`config.mk`:
```
export PLATFORM = sky130hd
export DESIGN_NAME = rail_enable_gating_logic
export DESIGN_NICKNAME = d
export VERILOG_FILES = /design/src/core/rail_gate_pkg.sv /design/src/core/edge_delay_if.sv /design/src/core/edge_delay_timer.sv /design/src/core/rail_enable_gating_logic.sv
export VERILOG_INCLUDE_DIRS = /design/src /design/src/core
export SDC_FILE = /design/constraint.sdc
export NUM_CORES = 1
export LEC_CHECK = 0
export BUFFER_PORTS_ARGS = -buffer_cell sky130_fd_sc_hd__buf_2
export CAP_MARGIN = 15
export CORE_MARGIN = 5
export CORE_UTILIZATION = 50
export DETAILED_ROUTE_END_ITERATION = 10
export GPL_ROUTABILITY_DRIVEN = 0
export PLACE_DENSITY_LB_ADDON = 0.3
export SYNTH_ARGS = -nofsm -noshare
export SYNTH_HDL_FRONTEND = slang
export SYNTH_SLANG_ARGS = --single-unit
```
`constraint.sdc`:
```
create_clock -name clk_sys -period 4 [get_ports clk_sys]
set_input_delay 0.2 -clock clk_sys [delete_from_list [all_inputs] [get_ports clk_sys]]
set_output_delay 0.2 -clock clk_sys [all_outputs]
set_load 0.02 [all_outputs]
```
`src/core/rail_gate_defs.svh`:
```
// Offsets, field positions, reset values and timing figures for the rail enable gate.
`ifndef RAIL_GATE_DEFS_SVH
`define RAIL_GATE_DEFS_SVH

// Register offsets on the register port.
`define OFF_PG_MASK_A        8'h0a
`define OFF_SOURCE_AND_STEP  8'h0b
`define OFF_ENABLE_DELAYS    8'h0c
`define OFF_GATE_STATUS      8'h10

// Reset values of the registers.
`define RST_PG_MASK_A        8'h00
`define RST_SOURCE_AND_STEP  8'hc0
`define RST_ENABLE_DELAYS    8'h00

// Field positions in the source and step register.
`define POS_STEP_SELECT      5
`define POS_SOURCE_HI        4
`define POS_SOURCE_LO        2
`define POS_MASK_SWB2_REG1   1
`define POS_MASK_LOAD_SWITCH_B_ONE        0

// Field positions in the enable delay register.
`define POS_FALL_HI          5
`define POS_FALL_LO          3
`define POS_RISE_HI          2
`define POS_RISE_LO          0

// Field positions in the status register.
`define POS_ST_RAIL_ON       0
`define POS_ST_DELAYED_REQ   1
`define POS_ST_SELECTED_REQ  2
`define POS_ST_PG_OK         3
`define POS_ST_TIMING        4

// Enable source codes.
`define SRC_INPUT_ONE        3'h0
`define SRC_INPUT_TWO        3'h1
`define SRC_INPUT_FIVE       3'h2
`define SRC_INPUT_FOUR       3'h3
`define SRC_INPUT_THREE      3'h4
`define SRC_INPUTS_THREE_FOUR 3'h5
`define SRC_INPUT_SIX        3'h6
`define SRC_ALWAYS_ON        3'h7

// Delay table in milliseconds, one entry per nonzero delay code.
`define DLY_MS_CODE1         7'h02
`define DLY_MS_CODE2         7'h04
`define DLY_MS_CODE3         7'h08
`define DLY_MS_CODE4         7'h10
`define DLY_MS_CODE5         7'h18
`define DLY_MS_CODE6         7'h20
`define DLY_MS_CODE7         7'h40

// Clock period and millisecond length, both in nanoseconds.
`define CLK_PERIOD_NS        50
`define MS_PERIOD_NS         1000000
`define MS_CYCLES            (`MS_PERIOD_NS / `CLK_PERIOD_NS)

`endif

```
`src/core/rail_gate_pkg.sv`:
```
// Types shared by the rail enable gate modules.
package rail_gate_pkg;

  typedef logic [7:0] reg_byte_t;
  typedef logic [2:0] delay_code_t;
  typedef logic [6:0] delay_ms_t;

  // One-hot states of the edge delay timer.
  typedef enum logic [2:0]
  {
    TMR_STABLE    = 3'b001,
    TMR_RISE_WAIT = 3'b010,
    TMR_FALL_WAIT = 3'b100
  } timer_state_t;

endpackage

```
`src/core/edge_delay_if.sv`:
```
// Connection between the gate control logic and its edge delay timer.
`timescale 1ns/1ps
`default_nettype none
interface edge_delay_if;
  import rail_gate_pkg::*;

  logic        request;
  delay_code_t rise_code;
  delay_code_t fall_code;
  logic        delayed;
  logic        timing;

  modport ctrl  (output request, output rise_code, output fall_code,
                 input delayed, input timing);
  modport timer (input request, input rise_code, input fall_code,
                 output delayed, output timing);
endinterface
`default_nettype wire

```
`src/core/edge_delay_timer.sv`:
```
// Delays the rising and falling edges of the enable request by coded times.
`timescale 1ns/1ps
`default_nettype none
`include "rail_gate_defs.svh"
module edge_delay_timer #(
  parameter int MS_CYCLES = `MS_CYCLES
) (
  input wire logic    clk_sys,
  input wire logic    reset_n,
  edge_delay_if.timer dly
);
  import rail_gate_pkg::*;

  timer_state_t state_q;
  logic         delayed_q;
  logic [31:0]  pre_q;
  delay_ms_t    ms_q;
  delay_ms_t    target_q;
  logic         ms_tick;
  logic         differ;
  delay_code_t  code_now;

  // Converts a delay code to whole milliseconds.
  function automatic delay_ms_t code_to_ms(input delay_code_t code);
    case (code)
      3'h1:    code_to_ms = `DLY_MS_CODE1;
      3'h2:    code_to_ms = `DLY_MS_CODE2;
      3'h3:    code_to_ms = `DLY_MS_CODE3;
      3'h4:    code_to_ms = `DLY_MS_CODE4;
      3'h5:    code_to_ms = `DLY_MS_CODE5;
      3'h6:    code_to_ms = `DLY_MS_CODE6;
      3'h7:    code_to_ms = `DLY_MS_CODE7;
      default: code_to_ms = 7'h00;
    endcase
  endfunction

  // The pending edge and the code that governs it.
  assign differ   = dly.request != delayed_q;
  assign code_now = dly.request ? dly.rise_code : dly.fall_code;
  assign ms_tick  = (pre_q == 32'(MS_CYCLES - 1));

  // Sequencing of a pending edge; a request that reverts in time cancels it.
  always_ff @(posedge clk_sys)
  begin
    if (!reset_n)
      state_q <= TMR_STABLE;
    else
      case (state_q)
        TMR_STABLE:
        begin
          if (differ && code_now != 3'h0)
            state_q <= dly.request ? TMR_RISE_WAIT : TMR_FALL_WAIT;
        end
        TMR_RISE_WAIT, TMR_FALL_WAIT:
        begin
          if (!differ || (ms_tick && ms_q + 7'h01 == target_q))
            state_q <= TMR_STABLE;
        end
        default: state_q <= TMR_STABLE;
      endcase
  end

  // The delayed request follows at once for code zero, else at expiry.
  always_ff @(posedge clk_sys)
  begin
    if (!reset_n)
      delayed_q <= 1'b0;
    else if (state_q == TMR_STABLE && differ && code_now == 3'h0)
      delayed_q <= dly.request;
    else if (state_q != TMR_STABLE && differ && ms_tick && ms_q + 7'h01 == target_q)
      delayed_q <= dly.request;
  end

  // Millisecond divider, restarted when an edge starts its wait.
  always_ff @(posedge clk_sys)
  begin
    if (!reset_n || state_q == TMR_STABLE || ms_tick)
      pre_q <= 32'h0000_0000;
    else
      pre_q <= pre_q + 32'h0000_0001;
  end

  // Millisecond count and the target latched at the start of a wait.
  always_ff @(posedge clk_sys)
  begin
    if (!reset_n)
    begin
      ms_q     <= 7'h00;
      target_q <= 7'h00;
    end
    else if (state_q == TMR_STABLE)
    begin
      ms_q     <= 7'h00;
      target_q <= code_to_ms(code_now);
    end
    else if (ms_tick)
      ms_q <= ms_q + 7'h01;
  end

  assign dly.delayed = delayed_q;
  assign dly.timing  = state_q != TMR_STABLE;

endmodule
`default_nettype wire

```
`src/core/rail_enable_gating_logic.sv`:
```
// Enable gating for the controlled converter rail: registers, source select and power-good gate.
//
// Decided for this implementation: the strobed register port.
`timescale 1ns/1ps
`default_nettype none
`include "rail_gate_defs.svh"

// How it works
// Mask bit zero includes power-good, one ignores.
// Bits 7-5 mask aux three, two, switch A1.
// Bits 4-0 mask rails six, five, four, three, one.
// Second register bits 1-0 mask B2/reg1, B1.
// Step bit picks 10 mV or 25 mV.
// Software leaves step bit alone at run time.
// Source field routes the chosen control input.
// Source code 111 feeds constant one.
// Falling edge delayed by coded time.
// Rising edge delayed by same table.
// Rail on: delayed request and unmasked power-goods.
module rail_enable_gating_logic #(
  parameter int MS_CYCLES = `MS_CYCLES
) (
  input  wire logic                     clk_sys,
  input  wire logic                     reset_n,
  // Register port.
  input  wire logic [7:0]               reg_addr,
  input  wire rail_gate_pkg::reg_byte_t reg_wdata,
  input  wire logic                     reg_wr,
  input  wire logic                     reg_rd,
  output var  rail_gate_pkg::reg_byte_t reg_rdata,
  // Control input pins.
  input  wire logic                     control_input_one,
  input  wire logic                     control_input_two,
  input  wire logic                     control_input_three,
  input  wire logic                     control_input_four,
  input  wire logic                     control_input_five,
  input  wire logic                     control_input_six,
  // Power-good signals of the other rails.
  input  wire logic                     converter_rail_one_power_good,
  input  wire logic                     converter_rail_three_power_good,
  input  wire logic                     converter_rail_four_power_good,
  input  wire logic                     converter_rail_five_power_good,
  input  wire logic                     converter_rail_six_power_good,
  input  wire logic                     load_switch_a_one_power_good,
  input  wire logic                     aux_regulator_two_power_good,
  input  wire logic                     aux_regulator_three_power_good,
  input  wire logic                     load_switch_b_one_power_good,
  input  wire logic                     switch_b_two_regulator_one_power_good,
  // Outputs to the converter.
  output var  logic                     controlled_converter_rail_enable,
  output var  logic                     voltage_increment_select
);
  import rail_gate_pkg::*;

  localparam int PG_COUNT = 10;

  // ---------------------------------------------------------------
  // Register storage
  // ---------------------------------------------------------------

  reg_byte_t pg_mask_a_q;
  reg_byte_t source_step_q;
  reg_byte_t enable_delays_q;
  reg_byte_t rdata_q;

  // ---------------------------------------------------------------
  // Gate signals
  // ---------------------------------------------------------------

  logic [PG_COUNT-1:0] pg_in;
  logic [PG_COUNT-1:0] pg_mask;
  logic [PG_COUNT-1:0] pg_pass;
  logic                pg_all_ok;
  logic [2:0]          source_sel;
  logic                selected_req;
  logic                rail_on_q;
  logic                step_q;

  edge_delay_if dly ();

  // ---------------------------------------------------------------
  // Register writes
  // ---------------------------------------------------------------

  // Mask register for the auxiliary, switch and converter rails.
  always_ff @(posedge clk_sys)
  begin
    if (!reset_n)
      pg_mask_a_q <= `RST_PG_MASK_A;
    else if (reg_wr && reg_addr == `OFF_PG_MASK_A)
      pg_mask_a_q <= reg_wdata;
  end

  // Source, step and the two load switch masks.
  always_ff @(posedge clk_sys)
  begin
    if (!reset_n)
      source_step_q <= `RST_SOURCE_AND_STEP;
    else if (reg_wr && reg_addr == `OFF_SOURCE_AND_STEP)
      source_step_q <= reg_wdata;
  end

  // Falling and rising edge delay codes.
  always_ff @(posedge clk_sys)
  begin
    if (!reset_n)
      enable_delays_q <= `RST_ENABLE_DELAYS;
    else if (reg_wr && reg_addr == `OFF_ENABLE_DELAYS)
      enable_delays_q <= reg_wdata;
  end

  // ---------------------------------------------------------------
  // Register reads
  // ---------------------------------------------------------------

  // Read data stands in the cycle after the strobe; unmapped reads give zero.
  always_ff @(posedge clk_sys)
  begin
    if (!reset_n)
      rdata_q <= 8'h00;
    else if (reg_rd)
      case (reg_addr)
        `OFF_PG_MASK_A:       rdata_q <= pg_mask_a_q;
        `OFF_SOURCE_AND_STEP: rdata_q <= source_step_q;
        `OFF_ENABLE_DELAYS:   rdata_q <= enable_delays_q;
        `OFF_GATE_STATUS:
        begin
          rdata_q                       <= 8'h00;
          rdata_q[`POS_ST_RAIL_ON]      <= rail_on_q;
          rdata_q[`POS_ST_DELAYED_REQ]  <= dly.delayed;
          rdata_q[`POS_ST_SELECTED_REQ] <= selected_req;
          rdata_q[`POS_ST_PG_OK]        <= pg_all_ok;
          rdata_q[`POS_ST_TIMING]       <= dly.timing;
        end
        default:              rdata_q <= 8'h00;
      endcase
    else
      rdata_q <= 8'h00;
  end

  assign reg_rdata = rdata_q;

  // ---------------------------------------------------------------
  // Enable source selection
  // ---------------------------------------------------------------

  assign source_sel = source_step_q[`POS_SOURCE_HI:`POS_SOURCE_LO];

  // Routes the chosen control input, or a constant one, as the request.
  always_comb
  begin
    case (source_sel)
      `SRC_INPUT_ONE:         selected_req = control_input_one;
      `SRC_INPUT_TWO:         selected_req = control_input_two;
      `SRC_INPUT_FIVE:        selected_req = control_input_five;
      `SRC_INPUT_FOUR:        selected_req = control_input_four;
      `SRC_INPUT_THREE:       selected_req = control_input_three;
      `SRC_INPUTS_THREE_FOUR: selected_req = control_input_three & control_input_four;
      `SRC_INPUT_SIX:         selected_req = control_input_six;
      `SRC_ALWAYS_ON:         selected_req = 1'b1;
      default:                selected_req = 1'b0;
    endcase
  end

  // ---------------------------------------------------------------
  // Edge delays
  // ---------------------------------------------------------------

  // The timer holds the request back by the coded rising or falling time.
  assign dly.request   = selected_req;
  assign dly.rise_code = enable_delays_q[`POS_RISE_HI:`POS_RISE_LO];
  assign dly.fall_code = enable_delays_q[`POS_FALL_HI:`POS_FALL_LO];

  edge_delay_timer #(
    .MS_CYCLES (MS_CYCLES)
  ) u_timer (
    .clk_sys (clk_sys),
    .reset_n (reset_n),
    .dly     (dly.timer)
  );

  // ---------------------------------------------------------------
  // Power-good gate
  // ---------------------------------------------------------------

  // Power-good inputs in the order of their mask bits.
  assign pg_in = {switch_b_two_regulator_one_power_good,
                  load_switch_b_one_power_good,
                  aux_regulator_three_power_good,
                  aux_regulator_two_power_good,
                  load_switch_a_one_power_good,
                  converter_rail_six_power_good,
                  converter_rail_five_power_good,
                  converter_rail_four_power_good,
                  converter_rail_three_power_good,
                  converter_rail_one_power_good};

  // Mask bits from both registers lined up with the inputs above.
  assign pg_mask = {source_step_q[`POS_MASK_SWB2_REG1],
                    source_step_q[`POS_MASK_LOAD_SWITCH_B_ONE],
                    pg_mask_a_q};

  // A masked input passes regardless of its level.
  genvar gi;
  generate
    for (gi = 0; gi < PG_COUNT; gi++)
    begin : g_pg
      assign pg_pass[gi] = pg_mask[gi] | pg_in[gi];
    end
  endgenerate

  assign pg_all_ok = &pg_pass;

  // ---------------------------------------------------------------
  // Rail outputs
  // ---------------------------------------------------------------

  // The rail runs only while both the delayed request and the gate hold.
  always_ff @(posedge clk_sys)
  begin
    if (!reset_n)
      rail_on_q <= 1'b0;
    else
      rail_on_q <= dly.delayed & pg_all_ok;
  end

  // Step select is taken from the register; software should set it only once.
  always_ff @(posedge clk_sys)
  begin
    if (!reset_n)
      step_q <= 1'b0;
    else
      step_q <= source_step_q[`POS_STEP_SELECT];
  end

  assign controlled_converter_rail_enable = rail_on_q;
  assign voltage_increment_select         = step_q;

endmodule
`default_nettype wire

```
==> results.cfg, run 1 <==
[outcome]
outcome = complete, no violations

[finish]
antenna_cells = 0
fin_nets = 523
fillers = 713
seqCellArea_um2 = 1660
multi_input_area_um2 = 2110
drive_above_1_share_pct = 15.3
synthToLayoutAreaGrowth_pct = 12.4

[route]
vias_per_cell = 5.56
wl_per_cell_um = 14.6
dr.pass1.iters = 5
drtIter0Drc = 127
drt-total-wl_um = 8620
drc = 0
postRouteAntennaNets = 0
vias = 3289

[sta]
relSlewSlack_pct = 15.4
timing.fmax_mhz = 406
fin_worst_skew_ns = 0.00581
fin_crit_sh_pct = 61.5
slew_violations = 0
hold_viol = 0
fin_crit_ns = 2.46
tightest_slew_ns = 1.25
rsz0062_at_grt = no
tns_ns = 0
setup_viol = 0
fin_hold_ws_ns = 0.0933

[synthesis]
synth_area_um2 = 3920
synth_cell_types = 48
synthFlopType = dfxtp_1
synth_cells = 453
synthTopCellsByArea = dfxtp_1 (42%), nor2_1 (7.7%), mux2i_1 (5.4%), xnor2_1 (5.1%), xor2_1 (5.1%)
synth_seq_cells = 83
yosys_warnings = 0
yosysMostFrequentCell = dfxtp_1
seq_area_frac_synth_pct = 42.4
async_reset_ff_share_pct = 0
synth.largest_area_cell = dfxtp_1
syn_nets = 491
synth-edff-count = 0
netlist.area_leader.share_pct = 42.4
synth_commonest_cells = dfxtp_1 (83), nor2_1 (80), nand3_1 (32)
syn_avg_cell_area_um2 = 8.64

[power_and_ir_drop]
p_clk_share_pct = 43.2
p_leak_uw = 0.00162
p_sw_uw = 343
pwr-share-seq_pct = 53.1
power_uw = 1560
switching_share_pct = 22.0
powerDensity_nw_per_um2 = 356
p_comb_share_pct = 3.8
p_int_uw = 1220
ir_drop_v = 0.000222

[clock_tree]
cts_made_buffers = 9
hold_buffers = 0
cts_resized = 0
cts_root_buf = clkbuf_8
clkLatencyLatePin_ns = 0.35
cts_sinks = 83
htree_levels = 3
cts_tree = done
cts.path.max_buffers = 2
path_clk_slew_ns = 0.09
postCtsSetupBuffers = 0

[worst_setup_path]
cp_max_fo = 18
start_kind = flip-flop
cp.arrival_ns = 2.70
crit_path_end_kind = flip-flop
setup.worst_path.class = reg2reg
required_ns = 4.24

[die]
die_h_um = 98.5
fp.dieW_um = 98.5
die-area_um2 = 9700
ios = 46
core_um2 = 7690
row_count = 32
start_util_pct = 50.9

[global_routing]
grt_pass1_wl_um = 14700
first_global_vias = 3198
antenna_found_initial = 0
globalRouteOverflowTotal = 0
grt_use_total_pct = 18.4
grt_max_degree = 33

[placement]
hpwlAfterDp_um = 6160
port_buffers = 45

[run]
cap_viol_max_count = 0

[worst_hold_path]
min_path_type = in2reg
-- worst max-delay path, cell delays in order (launching register included) --
cell     delay (ns)
dfxtp_1        0.37
nor4_2         0.30
nand4_1        0.19
or4_1          0.67
nand3_1        0.49
buf_6          0.26
nor2_1         0.07
-- path summary, 6_finish.rpt --
path / from / to / slack [ns] / depth (start not counted)
worst min register to register: enable_delays_q[6] / enable_delays_q[6] / 0.47 / 2
worst min-delay path: reg_wdata[6] / source_step_q[6] / 0.09 / 3
worst max-delay path: u_timer.pre_q[8] / u_timer.pre_q[24] / 1.54 / 6
worst max register to register: u_timer.pre_q[8] / u_timer.pre_q[24] / 1.54 / 6
-- stage by stage --
stage	util, %	cells	instance area (µm²)	setup slack, ns
after CTS	57.1	591	4390	1.31
after floorplan	-	453	3920	2.04
after detailed placement	54.1	575	4160	1.33
after global routing	57.2	592	4400	1.36
after global placement	54.1	575	4160	1.44
final	57.2	592	4400	1.54
-- flip-flops by register name (all words and copies together), names as in the netlist --
signal and count:
controlled_converter_rail_enable 1, enable_delays_q 8, pg_mask_a_q 8, reg_rdata 8, source_step_q 8, u_timer.dly.delayed 1, u_timer.ms_q 7, u_timer.pre_q 32
u_timer.state_q 3, u_timer.target_q 6, voltage_increment_select 1
-- cell usage in the layout, fill, tap and decap left out, types with 2 or more instances in the layout --
cell type	instances
and3b_1	5
or3_1	3
o22ai_1	6
a21oi_1	13
and3_1	7
inv_1	8
nor2_1	80
mux2i_1	21
ha_1	2
mux2_2	8
dfxtp_1	83
xnor2_1	23
a311oi_1	4
clkinvlp_4	2
buf_2	45
a22oi_1	4
o21ai_0	7
nor3_1	10
nand2_1	31
and2_1	7
or4_1	2
nand3_1	32
nand4_1	13
nor4_1	6
nand3b_1	2
o32a_1	2
clkbuf_8	10
xor2_1	23
a222oi_1	4
and4_1	5
bufinv_16	2
-- routing by layer --
layer / up-vias / global-route usage, % / share of wire, %
met5: - / 0 / 0
met4: 0 / 6.09 / 1.2
met3: 11 / 4.67 / 5.3
met2: 76 / 30.6 / 48
met1: 1547 / 23.4 / 46
li1: 1655 / - / -
-- cells by family (layout without fill, tap and decap cells) --
group	after synthesis	count (layout)	share of synthesized area [%]
AND/OR/NAND/NOR	210	210	26.8
flip-flops	83	83	42.4
AO/OA/AOI/OAI	48	48	8.41
XOR/XNOR	46	46	10.3
buffers and inverters	35	72	3.77
multiplexers	29	29	7.67
adder cells (fa/ha/maj)	2	2	0.639
-- area by class of cell --
cell class              count  share of cell area [%]
flip-flops and latches     83                    37.8
clock buffers              10                    3.13
repair buffers             47                    5.55
well taps                 102                    2.90
clock inverters             6                    2.02
inverters                   9                   0.768
multi-input cells         335                    47.9
-- power by group through the flow --
stage | registers [µW] | logic [µW] | clock network [µW]
after detailed placement | 850 | 57.7 | 0
after CTS | 830 | 57.9 | 690
after global placement | 850 | 56.9 | 0
after floorplan | 849 | 31.4 | 0
after global routing | 831 | 65.0 | 724
final | 830 | 58.8 | 675
Power figures use the tool's default switching activity.
==> run 2, diff against run 1 <==
Clock period 4 ns to 2.6 ns, I/O delays scaled along.
==> run 2 against run 1 <==
  * Via count fell by 1.2%
  * Flip-flop and latch count unchanged
  * Global-route usage grew 0.14 points
  * First-iteration DRC count unchanged
  * Count of clock-buffer cells in the layout is the same
  * Highest routed layer unchanged
  * Critical endpoint is now u_timer.pre_q[15]
  * Critical path type unchanged
  * Die area did not move
  * Register-to-register slack worse by 1.1 ns
  * Sequential power up 54%
  * Clock power increased by 48%
==> results.cfg, run 2 (synthesis gave the netlist of run 1 again) <==
[clock_tree]
cts_sinks = 83
htree_levels = 3
clkLatencyLatePin_ns = 0.35
cts_resized = 0
path_clk_slew_ns = 0.08
hold_buffers = 0
postCtsSetupBuffers = 0
cts_made_buffers = 9
cts_root_buf = clkbuf_8
cts.path.max_buffers = 2
cts_tree = done

[route]
drtIter0Drc = 127
drc = 0
drt-total-wl_um = 8450
wl_per_cell_um = 14.2
postRouteAntennaNets = 0
vias = 3251
vias_per_cell = 5.45
dr.pass1.iters = 5

[finish]
largest_reg_flops = 32
final_common_cell = dfxtp_1
synthToLayoutAreaGrowth_pct = 13.1
fin_nets = 529
final_cell_mix = dfxtp_1 (83), nor2_1 (80), buf_2 (45), nand3_1 (32), nand2_1 (31)
regMostFlops = u_timer.pre_q
antenna_cells = 0
drive_above_1_share_pct = 16.2
fin_area_um2 = 4430

[die]
fp.dieW_um = 98.5
die_h_um = 98.5
core_um2 = 7690
ios = 46
start_util_pct = 50.9
row_count = 32
die-area_um2 = 9700

[worst_setup_path]
cp_slowest_cell = or4_1
crit_chain = nor4_2 > nand4_1 > or4_1 > nand3_1 > buf_4 > nor2_1
cp_slowest_stage_delay_ns = 0.65
cp.buffers_inverters = 1
setup.worst_path.class = reg2reg
required_ns = 2.82
ff2ff_setup_slack_ns = 0.39
crit_path_end_kind = flip-flop
worstReg2RegStart = u_timer.pre_q[8]
cp_max_fo = 32
cp.arrival_ns = 2.43
rr_worst_depth = 6
start_kind = flip-flop
r2r-end = u_timer.pre_q[15]
path_delay_family = simple AND/OR/NAND/NOR gates

[sta]
fin_crit_sh_pct = 84.8
relSlewSlack_pct = 32.2
tightest_slew_ns = 1.00
rsz0062_at_grt = no
setup_viol = 0
timing.fmax_mhz = 453
fin_ws_ns = 0.395
slew_violations = 0
hold_viol = 0
fin_hold_ws_ns = 0.0404
tns_ns = 0
fin_crit_ns = 2.21
fin_worst_skew_ns = 0.00975

[worst_hold_path]
min_path_cells = 3
min_to = source_step_q[7]
hp-start = reg_wdata[7]
min_path_type = in2reg

[outcome]
outcome = complete, no violations

[placement]
place_area_um2 = 4210
dp_slack_ns = 0.398
hpwlAfterDp_um = 6260
port_buffers = 45

[power_and_ir_drop]
powerDensity_nw_per_um2 = 535
p_leak_uw = 0.00165
ir_drop_v = 0.000348

[global_routing]
grt_pass1_wl_um = 15000
globalRouteOverflowTotal = 0
grt_max_degree = 33
first_global_vias = 3260
grt_use_total_pct = 18.5
antenna_found_initial = 0

[run]
cap_viol_max_count = 0
==> run 2: final cells by class <==
class / instances / area (µm²)
well taps: 102 / 128
repair buffers: 53 / 285
clock inverters: 5 / 77.6
multi-input cells: 335 / 2110
clock buffers: 10 / 138
inverters: 9 / 33.8
flip-flops and latches: 83 / 1660
fillers: 721 / 3260
==> run 2: tightest hold or removal path, stage by stage <==
cell,delay (ns)
buf_2,0.11
mux2i_1,0.06
nand2_1,0.05
==> run 2: worst max path at each step <==
stage,start,to,slack (ns),cells past startpoint
final,u_timer.pre_q[8],u_timer.pre_q[15],0.39,6
after global routing,u_timer.pre_q[8],u_timer.pre_q[18],0.19,6
after CTS,u_timer.pre_q[8],u_timer.pre_q[18],0.36,6
after floorplan,u_timer.pre_q[7],u_timer.ms_q[5],0.64,7
after detailed placement,u_timer.pre_q[8],u_timer.pre_q[18],0.40,6
after global placement,u_timer.pre_q[8],u_timer.pre_q[2],0.47,6
==> run 2: per-layer routing <==
layer,part of all wire (%),track usage (%),vias up
li1,-,-,1662
met1,46,24.0,1513
met2,47,30.6,68
met3,5.5,4.88,8
met4,1.1,5.46,0
met5,0,0,-
==> run 2: where the power goes <==
part	switching (µW)	internal, µW
clock network	442	558
logic	53.5	38.4
registers	3.89	1270
==> run 2: stage by stage <==
stage	util, %	total power [µW]	cells
4_1_cts	57.6	2390	597
6_report	57.6	2370	597
3_5_place_dp	54.8	1400	582
2_1_floorplan	-	1350	453
5_1_grt	57.6	2460	597
3_3_place_gp	54.8	1400	582
